[src/core/ajs_pkg.sv]
// shared constants and types for the alternate test data input selector
package ajs_pkg;

    // register map, byte addresses on a 32-bit classic bus
    localparam int unsigned ADR_W          = 4;
    localparam logic [3:0]  ADR_STATUS     = 4'h0;
    localparam logic [3:0]  ADR_CONFIG     = 4'h4;
    localparam logic [3:0]  ADR_SIGNATURE  = 4'h8;
    localparam logic [3:0]  ADR_COMMAND    = 4'hC;

    // status register fields
    localparam int unsigned ST_ALT_BIT     = 0;
    localparam int unsigned ST_SEL_BIT     = 1;
    localparam int unsigned ST_FUSE_BIT    = 2;
    localparam int unsigned ST_APS_BIT     = 3;
    localparam int unsigned ST_CNT_LSB     = 4;
    localparam int unsigned ST_IR_LSB      = 8;

    // command register fields
    localparam int unsigned CMD_FUSE_BIT   = 0;
    localparam int unsigned CMD_ERASE_BIT  = 1;

    // nonvolatile word indexes
    localparam logic        NV_CONFIG      = 1'b0;
    localparam logic        NV_SIGNATURE   = 1'b1;
    localparam int unsigned NV_WORDS       = 2;
    localparam int unsigned WORD_W         = 32;
    localparam int unsigned SEL_W          = 4;

    // test port
    localparam int unsigned IR_W           = 8;
    localparam logic [7:0]  INSTR_IDCODE   = 8'h16;
    localparam int unsigned CNT_W          = 3;
    localparam logic [2:0]  ID_LOADS_NEED  = 3'h4;
    localparam logic [2:0]  CNT_ZERO       = 3'h0;
    localparam logic [2:0]  CNT_ONE        = 3'h1;
    // arbitrary identification value, names no maker
    localparam logic [31:0] ID_CODE_VALUE  = 32'h0A5C_3E71;

    // pins
    localparam int unsigned N_OUT          = 12;
    localparam int unsigned N_HV           = 2;
    localparam int unsigned N_IN           = 4;
    localparam int unsigned N_SYNC         = 6 + N_IN;

    // synchroniser bit positions
    localparam int unsigned SY_TCK         = 0;
    localparam int unsigned SY_TMS         = 1;
    localparam int unsigned SY_TDI         = 2;
    localparam int unsigned SY_ALT         = 3;
    localparam int unsigned SY_SEL         = 4;
    localparam int unsigned SY_APS         = 5;
    localparam int unsigned SY_IN_LSB      = 6;
    // select pin idles high because of its pull-up
    localparam logic [9:0]  SYNC_RST       = 10'h010;

    typedef enum logic [15:0] {
        TAP_RESET      = 16'h0001,
        TAP_IDLE       = 16'h0002,
        TAP_SEL_DR     = 16'h0004,
        TAP_CAP_DR     = 16'h0008,
        TAP_SHIFT_DR   = 16'h0010,
        TAP_EXIT1_DR   = 16'h0020,
        TAP_PAUSE_DR   = 16'h0040,
        TAP_EXIT2_DR   = 16'h0080,
        TAP_UPD_DR     = 16'h0100,
        TAP_SEL_IR     = 16'h0200,
        TAP_CAP_IR     = 16'h0400,
        TAP_SHIFT_IR   = 16'h0800,
        TAP_EXIT1_IR   = 16'h1000,
        TAP_PAUSE_IR   = 16'h2000,
        TAP_EXIT2_IR   = 16'h4000,
        TAP_UPD_IR     = 16'h8000
    } ajs_tap_type;

endpackage

[src/core/ajs_nv_store.sv]
// nonvolatile word store: configuration and user signature
`timescale 1ns/10ps
module ajs_nv_store
(
    input  wire logic                       clk_i,
    input  wire logic                       ce_i,
    input  wire logic                       we_i,
    input  wire logic [ajs_pkg::SEL_W-1:0]  be_i,
    input  wire logic                       addr_i,
    input  wire logic [ajs_pkg::WORD_W-1:0] wdata_i,
    output logic      [ajs_pkg::WORD_W-1:0] rdata_o
);

    // contents survive reset, as nonvolatile cells do
    genvar b;
    generate
        for (b = 0; b < ajs_pkg::SEL_W; b = b + 1)
        begin : g_lane
            // one byte array per lane, each with a single writer
            logic [7:0] cells [ajs_pkg::NV_WORDS];
            logic [7:0] rd_byte;
            always_ff @(posedge clk_i)
            begin
                if (ce_i && we_i && be_i[b])
                begin
                    cells[addr_i] <= wdata_i[8*b +: 8];
                end
            end
            always_ff @(posedge clk_i)
            begin
                if (ce_i)
                begin
                    rd_byte <= cells[addr_i];
                end
            end
            assign rdata_o[8*b +: 8] = rd_byte;
        end
    endgenerate

endmodule // ajs_nv_store

[src/core/ajs_select.sv]
// test port with alternate data input selection, fuse and signature
//
// Functional notes
// - The select pin idles high through its pull-up; high picks the standard data input and low picks the alternate one.
// - With the select pin high, four consecutive identify instruction loads switch the data input to the alternate pin.
// - Once the alternate input is chosen the standard pin is ignored until the test state machine reaches its reset state.
// - The reset state of the test state machine loads the identify instruction automatically.
// - While only the programming supply is up, ordinary outputs float, gate drivers pull low and other inputs are ignored.
// - After the security fuse is set the functional configuration word can no longer be read back.
// - The security fuse clears only on rst_i or through an erase that also wipes the configuration.
// - A 32-bit user signature word is kept in nonvolatile storage.
// - Instruction code 0001 0110 is the identify instruction, which reads the 32-bit identification register.
`timescale 1ns/10ps
module ajs_select
(
    input  wire logic                        clk_i,
    input  wire logic                        rst_i,
    input  wire logic                        ce_i,
    input  wire logic                        wb_cyc_i,
    input  wire logic                        wb_stb_i,
    input  wire logic                        wb_we_i,
    input  wire logic [ajs_pkg::ADR_W-1:0]   wb_adr_i,
    input  wire logic [ajs_pkg::SEL_W-1:0]   wb_sel_i,
    input  wire logic [ajs_pkg::WORD_W-1:0]  wb_dat_i,
    output logic      [ajs_pkg::WORD_W-1:0]  wb_dat_o,
    output logic                             wb_ack_o,
    input  wire logic                        tck_i,
    input  wire logic                        tms_i,
    input  wire logic                        tdi_i,
    input  wire logic                        alternate_data_input_i,
    input  wire logic                        data_input_select_pin_i,
    output logic                             tdo_o,
    output logic                             tdo_oe_o,
    output logic                             alternate_active_o,
    input  wire logic                        alternate_programming_supply_i,
    input  wire logic [ajs_pkg::N_OUT-1:0]   core_out_i,
    input  wire logic [ajs_pkg::N_OUT-1:0]   core_oe_i,
    output logic      [ajs_pkg::N_OUT-1:0]   pin_out_o,
    output logic      [ajs_pkg::N_OUT-1:0]   pin_oe_o,
    input  wire logic [ajs_pkg::N_HV-1:0]    core_hv_i,
    output logic      [ajs_pkg::N_HV-1:0]    high_voltage_gate_output_o,
    input  wire logic [ajs_pkg::N_IN-1:0]    pin_in_i,
    output logic      [ajs_pkg::N_IN-1:0]    core_in_o
);

    logic [ajs_pkg::N_SYNC-1:0]  sync;
    logic                        tck_prev;
    logic                        tck_rise;
    logic                        tck_fall;
    logic                        sel_pin;
    logic                        aps_on;
    logic                        data_in;
    ajs_pkg::ajs_tap_type        tap;
    ajs_pkg::ajs_tap_type        next_tap;
    logic [ajs_pkg::IR_W-1:0]    ir_shift;
    logic [ajs_pkg::IR_W-1:0]    ir;
    logic [ajs_pkg::WORD_W-1:0]  dr_shift;
    logic [ajs_pkg::CNT_W-1:0]   id_count;
    logic                        alt_sel;
    logic                        fuse;
    logic                        bus_req;
    logic                        pend;
    logic                        wr_config;
    logic                        wr_signature;
    logic                        wr_command;
    logic                        do_erase;
    logic                        mem_we;
    logic                        mem_addr;
    logic [ajs_pkg::SEL_W-1:0]   mem_be;
    logic [ajs_pkg::WORD_W-1:0]  mem_wdata;
    logic [ajs_pkg::WORD_W-1:0]  mem_rdata;
    logic [ajs_pkg::WORD_W-1:0]  status_word;
    logic [ajs_pkg::WORD_W-1:0]  next_dat;

    ajs_sync
    #(
        .WIDTH   (ajs_pkg::N_SYNC),
        .RST_VAL (ajs_pkg::SYNC_RST)
    )
    u_sync
    (
        .clk_i   (clk_i),
        .rst_i   (rst_i),
        .ce_i    (ce_i),
        .async_i ({pin_in_i, alternate_programming_supply_i,
                   data_input_select_pin_i, alternate_data_input_i,
                   tdi_i, tms_i, tck_i}),
        .sync_o  (sync)
    );

    assign sel_pin  = sync[ajs_pkg::SY_SEL];
    assign aps_on   = sync[ajs_pkg::SY_APS];
    assign tck_rise = sync[ajs_pkg::SY_TCK] & ~tck_prev;
    assign tck_fall = ~sync[ajs_pkg::SY_TCK] & tck_prev;

    // standard pin is used only while select is high and no switch happened
    always_comb
    begin
        if (!sel_pin || alt_sel)
        begin
            data_in = sync[ajs_pkg::SY_ALT];
        end
        else
        begin
            data_in = sync[ajs_pkg::SY_TDI];
        end
    end

    always_ff @(posedge clk_i)
    begin
        if (rst_i)
        begin
            tck_prev <= 1'b0;
        end
        else if (ce_i)
        begin
            tck_prev <= sync[ajs_pkg::SY_TCK];
        end
    end

    // test state machine; five mode-select highs always reach reset
    always_comb
    begin
        logic tms;
        tms = sync[ajs_pkg::SY_TMS];
        unique case (tap)
            ajs_pkg::TAP_RESET:
                next_tap = tms ? ajs_pkg::TAP_RESET : ajs_pkg::TAP_IDLE;
            ajs_pkg::TAP_IDLE:
                next_tap = tms ? ajs_pkg::TAP_SEL_DR : ajs_pkg::TAP_IDLE;
            ajs_pkg::TAP_SEL_DR:
                next_tap = tms ? ajs_pkg::TAP_SEL_IR : ajs_pkg::TAP_CAP_DR;
            ajs_pkg::TAP_CAP_DR:
                next_tap = tms ? ajs_pkg::TAP_EXIT1_DR : ajs_pkg::TAP_SHIFT_DR;
            ajs_pkg::TAP_SHIFT_DR:
                next_tap = tms ? ajs_pkg::TAP_EXIT1_DR : ajs_pkg::TAP_SHIFT_DR;
            ajs_pkg::TAP_EXIT1_DR:
                next_tap = tms ? ajs_pkg::TAP_UPD_DR : ajs_pkg::TAP_PAUSE_DR;
            ajs_pkg::TAP_PAUSE_DR:
                next_tap = tms ? ajs_pkg::TAP_EXIT2_DR : ajs_pkg::TAP_PAUSE_DR;
            ajs_pkg::TAP_EXIT2_DR:
                next_tap = tms ? ajs_pkg::TAP_UPD_DR : ajs_pkg::TAP_SHIFT_DR;
            ajs_pkg::TAP_UPD_DR:
                next_tap = tms ? ajs_pkg::TAP_SEL_DR : ajs_pkg::TAP_IDLE;
            ajs_pkg::TAP_SEL_IR:
                next_tap = tms ? ajs_pkg::TAP_RESET : ajs_pkg::TAP_CAP_IR;
            ajs_pkg::TAP_CAP_IR:
                next_tap = tms ? ajs_pkg::TAP_EXIT1_IR : ajs_pkg::TAP_SHIFT_IR;
            ajs_pkg::TAP_SHIFT_IR:
                next_tap = tms ? ajs_pkg::TAP_EXIT1_IR : ajs_pkg::TAP_SHIFT_IR;
            ajs_pkg::TAP_EXIT1_IR:
                next_tap = tms ? ajs_pkg::TAP_UPD_IR : ajs_pkg::TAP_PAUSE_IR;
            ajs_pkg::TAP_PAUSE_IR:
                next_tap = tms ? ajs_pkg::TAP_EXIT2_IR : ajs_pkg::TAP_PAUSE_IR;
            ajs_pkg::TAP_EXIT2_IR:
                next_tap = tms ? ajs_pkg::TAP_UPD_IR : ajs_pkg::TAP_SHIFT_IR;
            ajs_pkg::TAP_UPD_IR:
                next_tap = tms ? ajs_pkg::TAP_SEL_DR : ajs_pkg::TAP_IDLE;
            default:
                next_tap = ajs_pkg::TAP_RESET;
        endcase
    end

    always_ff @(posedge clk_i)
    begin
        if (rst_i)
        begin
            tap <= ajs_pkg::TAP_RESET;
        end
        else if (ce_i && tck_rise)
        begin
            tap <= next_tap;
        end
    end

    // instruction path; capture preloads the identify code
    always_ff @(posedge clk_i)
    begin
        if (rst_i)
        begin
            ir_shift <= ajs_pkg::INSTR_IDCODE;
            ir       <= ajs_pkg::INSTR_IDCODE;
        end
        else if (ce_i && tck_rise)
        begin
            unique case (tap)
                ajs_pkg::TAP_RESET:
                begin
                    ir       <= ajs_pkg::INSTR_IDCODE;
                    ir_shift <= ajs_pkg::INSTR_IDCODE;
                end
                ajs_pkg::TAP_CAP_IR:
                    ir_shift <= ajs_pkg::INSTR_IDCODE;
                ajs_pkg::TAP_SHIFT_IR:
                    ir_shift <= {data_in, ir_shift[ajs_pkg::IR_W-1:1]};
                ajs_pkg::TAP_UPD_IR:
                    ir       <= ir_shift;
                default:
                    ir_shift <= ir_shift;
            endcase
        end
    end

    // consecutive identify loads and the latched alternate choice
    always_ff @(posedge clk_i)
    begin
        if (rst_i)
        begin
            id_count <= ajs_pkg::CNT_ZERO;
            alt_sel  <= 1'b0;
        end
        else if (ce_i && tck_rise)
        begin
            if (tap == ajs_pkg::TAP_RESET)
            begin
                id_count <= ajs_pkg::CNT_ZERO;
                alt_sel  <= 1'b0;
            end
            else if (tap == ajs_pkg::TAP_UPD_IR)
            begin
                if (ir_shift != ajs_pkg::INSTR_IDCODE)
                begin
                    id_count <= ajs_pkg::CNT_ZERO;
                end
                else if (id_count != ajs_pkg::ID_LOADS_NEED)
                begin
                    id_count <= id_count + ajs_pkg::CNT_ONE;
                    if (sel_pin && (id_count + ajs_pkg::CNT_ONE
                                    == ajs_pkg::ID_LOADS_NEED))
                    begin
                        alt_sel <= 1'b1;
                    end
                end
            end
        end
    end

    // data path: identification register or one-bit bypass
    always_ff @(posedge clk_i)
    begin
        if (rst_i)
        begin
            dr_shift <= '0;
        end
        else if (ce_i && tck_rise)
        begin
            if (tap == ajs_pkg::TAP_CAP_DR)
            begin
                dr_shift <= (ir == ajs_pkg::INSTR_IDCODE) ?
                            ajs_pkg::ID_CODE_VALUE : '0;
            end
            else if (tap == ajs_pkg::TAP_SHIFT_DR)
            begin
                if (ir == ajs_pkg::INSTR_IDCODE)
                begin
                    dr_shift <= {data_in, dr_shift[ajs_pkg::WORD_W-1:1]};
                end
                else
                begin
                    dr_shift <= {{(ajs_pkg::WORD_W-1){1'b0}}, data_in};
                end
            end
        end
    end

    // serial output changes on the falling test clock edge
    always_ff @(posedge clk_i)
    begin
        if (rst_i)
        begin
            tdo_o    <= 1'b0;
            tdo_oe_o <= 1'b0;
        end
        else if (ce_i && tck_fall)
        begin
            tdo_oe_o <= (tap == ajs_pkg::TAP_SHIFT_IR) ||
                        (tap == ajs_pkg::TAP_SHIFT_DR);
            tdo_o    <= (tap == ajs_pkg::TAP_SHIFT_IR) ? ir_shift[0]
                                                        : dr_shift[0];
        end
    end

    // pin gating while only the programming supply is up
    always_ff @(posedge clk_i)
    begin
        if (rst_i)
        begin
            pin_out_o                  <= '0;
            pin_oe_o                   <= '0;
            high_voltage_gate_output_o <= '0;
            core_in_o                  <= '0;
            alternate_active_o         <= 1'b0;
        end
        else if (ce_i)
        begin
            pin_out_o <= aps_on ? '0 : core_out_i;
            pin_oe_o  <= aps_on ? '0 : core_oe_i;
            high_voltage_gate_output_o <= aps_on ? '0 : core_hv_i;
            core_in_o <= aps_on ? '0 :
                         sync[ajs_pkg::SY_IN_LSB +: ajs_pkg::N_IN];
            alternate_active_o <= !sel_pin || alt_sel;
        end
    end

    // bus slave: request seen, registered as pending, then answered two cycles later
    assign bus_req      = wb_cyc_i && wb_stb_i && !wb_ack_o;
    assign wr_config    = wb_ack_o && wb_stb_i && wb_we_i && !fuse &&
                          (wb_adr_i == ajs_pkg::ADR_CONFIG);
    assign wr_signature = wb_ack_o && wb_stb_i && wb_we_i &&
                          (wb_adr_i == ajs_pkg::ADR_SIGNATURE);
    assign wr_command   = wb_ack_o && wb_stb_i && wb_we_i && wb_sel_i[0] &&
                          (wb_adr_i == ajs_pkg::ADR_COMMAND);
    assign do_erase     = wr_command && wb_dat_i[ajs_pkg::CMD_ERASE_BIT];

    always_comb
    begin
        mem_we    = wr_config || wr_signature || do_erase;
        mem_addr  = (wb_adr_i == ajs_pkg::ADR_SIGNATURE) && !do_erase ?
                    ajs_pkg::NV_SIGNATURE : ajs_pkg::NV_CONFIG;
        mem_be    = do_erase ? '1 : wb_sel_i;
        mem_wdata = do_erase ? '0 : wb_dat_i;
    end

    ajs_nv_store u_store
    (
        .clk_i   (clk_i),
        .ce_i    (ce_i),
        .we_i    (mem_we),
        .be_i    (mem_be),
        .addr_i  (mem_addr),
        .wdata_i (mem_wdata),
        .rdata_o (mem_rdata)
    );

    always_ff @(posedge clk_i)
    begin
        if (rst_i)
        begin
            fuse <= 1'b0;
        end
        else if (ce_i && wr_command)
        begin
            if (wb_dat_i[ajs_pkg::CMD_ERASE_BIT])
            begin
                fuse <= 1'b0;
            end
            else if (wb_dat_i[ajs_pkg::CMD_FUSE_BIT])
            begin
                fuse <= 1'b1;
            end
        end
    end

    always_comb
    begin
        status_word = '0;
        status_word[ajs_pkg::ST_ALT_BIT]  = !sel_pin || alt_sel;
        status_word[ajs_pkg::ST_SEL_BIT]  = sel_pin;
        status_word[ajs_pkg::ST_FUSE_BIT] = fuse;
        status_word[ajs_pkg::ST_APS_BIT]  = aps_on;
        status_word[ajs_pkg::ST_CNT_LSB +: ajs_pkg::CNT_W] = id_count;
        status_word[ajs_pkg::ST_IR_LSB +: ajs_pkg::IR_W]   = ir;
        unique case (wb_adr_i)
            ajs_pkg::ADR_STATUS:    next_dat = status_word;
            ajs_pkg::ADR_CONFIG:    next_dat = fuse ? '0 : mem_rdata;
            ajs_pkg::ADR_SIGNATURE: next_dat = mem_rdata;
            default:                next_dat = '0;
        endcase
    end

    always_ff @(posedge clk_i)
    begin
        if (rst_i)
        begin
            pend     <= 1'b0;
            wb_ack_o <= 1'b0;
            wb_dat_o <= '0;
        end
        else if (ce_i)
        begin
            pend     <= bus_req && !pend;
            wb_ack_o <= pend;
            if (pend && !wb_we_i)
            begin
                wb_dat_o <= next_dat;
            end
        end
    end

endmodule // ajs_select

[src/core/ajs_sync.sv]
// two flip-flop synchronisers for asynchronous pin inputs
`timescale 1ns/10ps
module ajs_sync
#(
    parameter int unsigned     WIDTH   = 1,
    parameter logic [WIDTH-1:0] RST_VAL = '0
)
(
    input  wire logic             clk_i,
    input  wire logic             rst_i,
    input  wire logic             ce_i,
    input  wire logic [WIDTH-1:0] async_i,
    output logic      [WIDTH-1:0] sync_o
);

    genvar b;
    generate
        for (b = 0; b < WIDTH; b = b + 1)
        begin : g_bit
            // per-bit stages, so each flip-flop has a single writer
            logic meta;
            logic held;
            always_ff @(posedge clk_i)
            begin
                if (rst_i)
                begin
                    meta <= RST_VAL[b];
                    held <= RST_VAL[b];
                end
                else if (ce_i)
                begin
                    meta <= async_i[b];
                    held <= meta;
                end
            end
            assign sync_o[b] = held;
        end
    endgenerate

endmodule // ajs_sync
[config.mk]
export PLATFORM = sky130hd
export DESIGN_NAME = ajs_select
export DESIGN_NICKNAME = d
export VERILOG_FILES = /design/src/core/ajs_pkg.sv /design/src/core/ajs_nv_store.sv /design/src/core/ajs_select.sv /design/src/core/ajs_sync.sv
export SDC_FILE = /design/constraint.sdc
export NUM_CORES = 1
export LEC_CHECK = 0
export BUFFER_PORTS_ARGS = -buffer_cell sky130_fd_sc_hd__buf_2
export CAP_MARGIN = 40
export CELL_PAD_IN_SITES_DETAIL_PLACEMENT = 0
export CELL_PAD_IN_SITES_GLOBAL_PLACEMENT = 1
export CORE_MARGIN = 1
export CORE_UTILIZATION = 48
export CTS_CLUSTER_SIZE = 8
export DETAILED_ROUTE_END_ITERATION = 8
export GPL_ROUTABILITY_DRIVEN = 0
export PLACE_DENSITY = 0.86
export SETUP_SLACK_MARGIN = 0.1
export SLEW_MARGIN = 20
export SYNTH_ARGS = -nofsm -noshare
export SYNTH_HDL_FRONTEND = slang
export SYNTH_HIERARCHICAL = 1
export SYNTH_SLANG_ARGS = --single-unit
[constraint.sdc]
create_clock -name clk_i -period 5.2 [get_ports clk_i]
set_input_delay 1.04 -clock clk_i [delete_from_list [all_inputs] [get_ports clk_i]]
set_output_delay 1.04 -clock clk_i [all_outputs]
set_load 0.02 [all_outputs]
==> results.toml <==
[cts]
cts_setup_buffers = 0
root_buffer = "clkbuf_16"
cts.sinks = 253
clk_path_buf_depth = 3
cts_tree = "done"
clk_pin_slew_ns = 0.05
clock_latency_ns = 0.51
htreeDepth = 2
cts_buffers = 37
cts.repair.resized = 0
cts-hold-fix-buffers = 0

[place]
numPortBuffers = 147
dpl.cell_count = 1334
hpwlAfterDp_um = 14400

[logic_synthesis]
syn_nets = 1068
yosysTopAreaCellShare = 0.304
ys_ff_latch = 253
synth.area.top_cells = "dfxtp_1, edfxtp_1, a21oi_1"
yosysSeqAreaShare = 0.583
yosys_warnings = 6
synth_edf_count = 96
yosys.area.top_type = "dfxtp_1"
synth_ff_type = "dfxtp_1"
syn_area_mm2 = 0.0103
yosysUniqueCellTypes = 60
async_reset_ff_frac = 0
avgSynthCellArea_um2 = 10.5
synth_cells = 983

[critical_path]
worstPathCellList = "nor4_2, nand4_1, a21oi_4, buf_4, nand3_1, a21oi_1"
endpoint_kind = "register"
max_stage_delay_ns = 0.80
required_ns = 5.64
cp.buffers_inverters = 1
cp.arrival_ns = 3.23
worstPathMaxFanout = 29
crit_path_start_kind = "register"
crit_path_top_delay_cell = "nor4_2"
crit_type = "reg2reg"
crit_family = "simple AND/OR/NAND/NOR gates"

[route]
top_layer_used = "met4"
drt_wl_total_um = 22500
num_vias = 7584
drc_errors = 0
firstDrtPassIters = 4
wl_met2_um = 10800
via_per_inst = 5.45
drt_iter0_drc = 506
ant_nets = 0
wl_met3_um = 917
m1WireLength_um = 10400
wl_per_cell_um = 16.2

[power]
power_density_mw_per_mm2 = 363
power.leakage_nw = 4.62
finalPower_mw = 4.45
peakVddDrop_mv = 0.204

[global_route]
grt_usage = 0.204
grt_max_degree = 78
antenna_found_initial = 0
grt-ovfl-total = 0
grt_pass1_vias = 7098
grt_pass1_wl_um = 36100

[timing]
hold_viol_final = 0
tightest_slew_ns = 0.874
fmax_ghz = 0.358
skew_ns = 0.0129
setup_viol = 0
rsz0062_at_grt = "false"
fin_tns_setup_ns = 0
fin_crit_ns = 2.79
maxSlewViolCount = 0
slew_headroom = 0.412
period_share = 0.537

[floorplanning]
design.die.area_mm2 = 0.0221
chipHeight_um = 149
rows = 53
core_area_mm2 = 0.0211
initial_utilization = 0.490
io_pins = 148
die_x_um = 149

[finish]
nNetsFinal = 1185
synthToLayoutAreaGrowth_pct = 18.3
stdcell_count = 1392
fillers = 1809
layout-drive-gt1-share = 0.224
antenna_cells = 0

[flow_run]
maxCapViolations = 0

[worst_hold_path]
worstHoldPathType = "reg2reg"

[run_status]
status = "completed"
## worst reg2reg max path, cell delays in order (launching register included)
cell	delay [ns]
dfxtp_1	0.40
nor4_2	0.80
nand4_1	0.37
a21oi_4	0.68
buf_4	0.24
nand3_1	0.07
a21oi_1	0.15
## path summary, 6_finish.rpt
path                              startpoint           end  slack [ns]  cells past startpoint
worst max-delay path                  tap[5]  dr_shift[29]        2.41                      6
worst min register to register  wb_dat_o[28]  wb_dat_o[28]        0.44                      2
worst max register to register        tap[5]  dr_shift[29]        2.41                      6
worst min-delay path            wb_dat_o[28]  wb_dat_o[28]        0.44                      2
## registers in the layout, summed over array words and instances (netlist names), 2 cells and up
name                        cells
wb_dat_o                       32
u_store/g_lane.rd_byte         32
ir                              8
u_store/g_lane.cells           64
core_in_o                       4
high_voltage_gate_output_o      2
u_sync/g_bit.meta              10
ir_shift                        8
pin_oe_o                       12
u_sync/g_bit.held              10
id_count                        3
dr_shift                       32
pin_out_o                      12
tap                            16
## layer usage
metal | up-vias | GRT usage
li1 | 3744 | -
met1 | 3637 | 0.281
met2 | 169 | 0.327
met3 | 34 | 0.0349
met4 | 0 | 0.0673
met5 | - | 0
## power by group
group          switching (mW)  internal (mW)  leakage, nW
combinational           0.112         0.0763         1.96
clock                   0.821           1.33        0.507
sequential             0.0141           2.09         2.16
total                   0.948           3.50         4.62
## layout make-up
type / instances / area [um^2] / share of cell area
flip-flops and latches: 253 / 6030 / 0.492
multi-input cells: 641 / 3910 / 0.319
clock buffers: 53 / 1010 / 0.0823
repair buffers: 162 / 891 / 0.0728
well taps: 275 / 344 / 0.0281
clock inverters: 3 / 41.3 / 0.00337
inverters: 5 / 18.8 / 0.00153
## cells in the final DEF, fill, tap and decap left out, drive strengths merged, types with 4 or more instances in the layout
cell      n
a211o     4
a211oi    4
a21oi   112
a22oi    23
a31oi     4
and2     34
and4      9
and4b     4
buf     162
clkbuf   53
dfxtp   157
edfxtp   96
inv       6
mux2     32
mux2i    24
nand2    86
nand2b   13
nand3    41
nand4     9
nor2     85
nor2b    40
nor3     10
nor4     13
nor4b     7
o211ai   16
o21ai    20
o22ai     4
or4       8
xnor2     4
xor2      4
## Yosys cell counts (all sizes together) (5+ instances only)
cell / number
buf: 27
nand2: 86
inv: 5
mux2i: 24
or4: 8
mux2: 32
o21ai: 20
a21oi: 112
nand2b: 13
nand4: 9
clkbuf: 57
o211ai: 16
dfxtp: 157
nor2b: 40
a22oi: 23
nor2: 85
nor4: 13
and4: 9
nand3: 41
edfxtp: 96
and2: 34
nor3: 10
nor4b: 7
## metrics by stage
stage | worst slack [ns] | util | hold WS (ns) | cell area (um^2)
floorplan | 2.42 | - | 0.427 | 10300
global placement | 1.91 | 0.527 | 0.438 | 11100
detailed placement | 1.95 | 0.529 | 0.442 | 11200
CTS | 2.44 | 0.579 | 0.448 | 12200
global route | 2.13 | 0.580 | 0.465 | 12200
finish | 2.41 | 0.580 | 0.444 | 12200
## kinds of logic (layout without fill, tap and decap cells)
family / after synthesis / after routing / share of synthesized area
xor gates and xnor gates: 8 / 8 / 0.00677
buffers and inverters: 89 / 223 / 0.0419
and+or+nand+nor: 377 / 377 / 0.194
DFF: 253 / 253 / 0.583
adders and majority gates: 3 / 3 / 0.00363
muxes: 56 / 56 / 0.0588
AOI/OAI and AO/OA: 197 / 197 / 0.113
(Power assumes the default switching activity.)
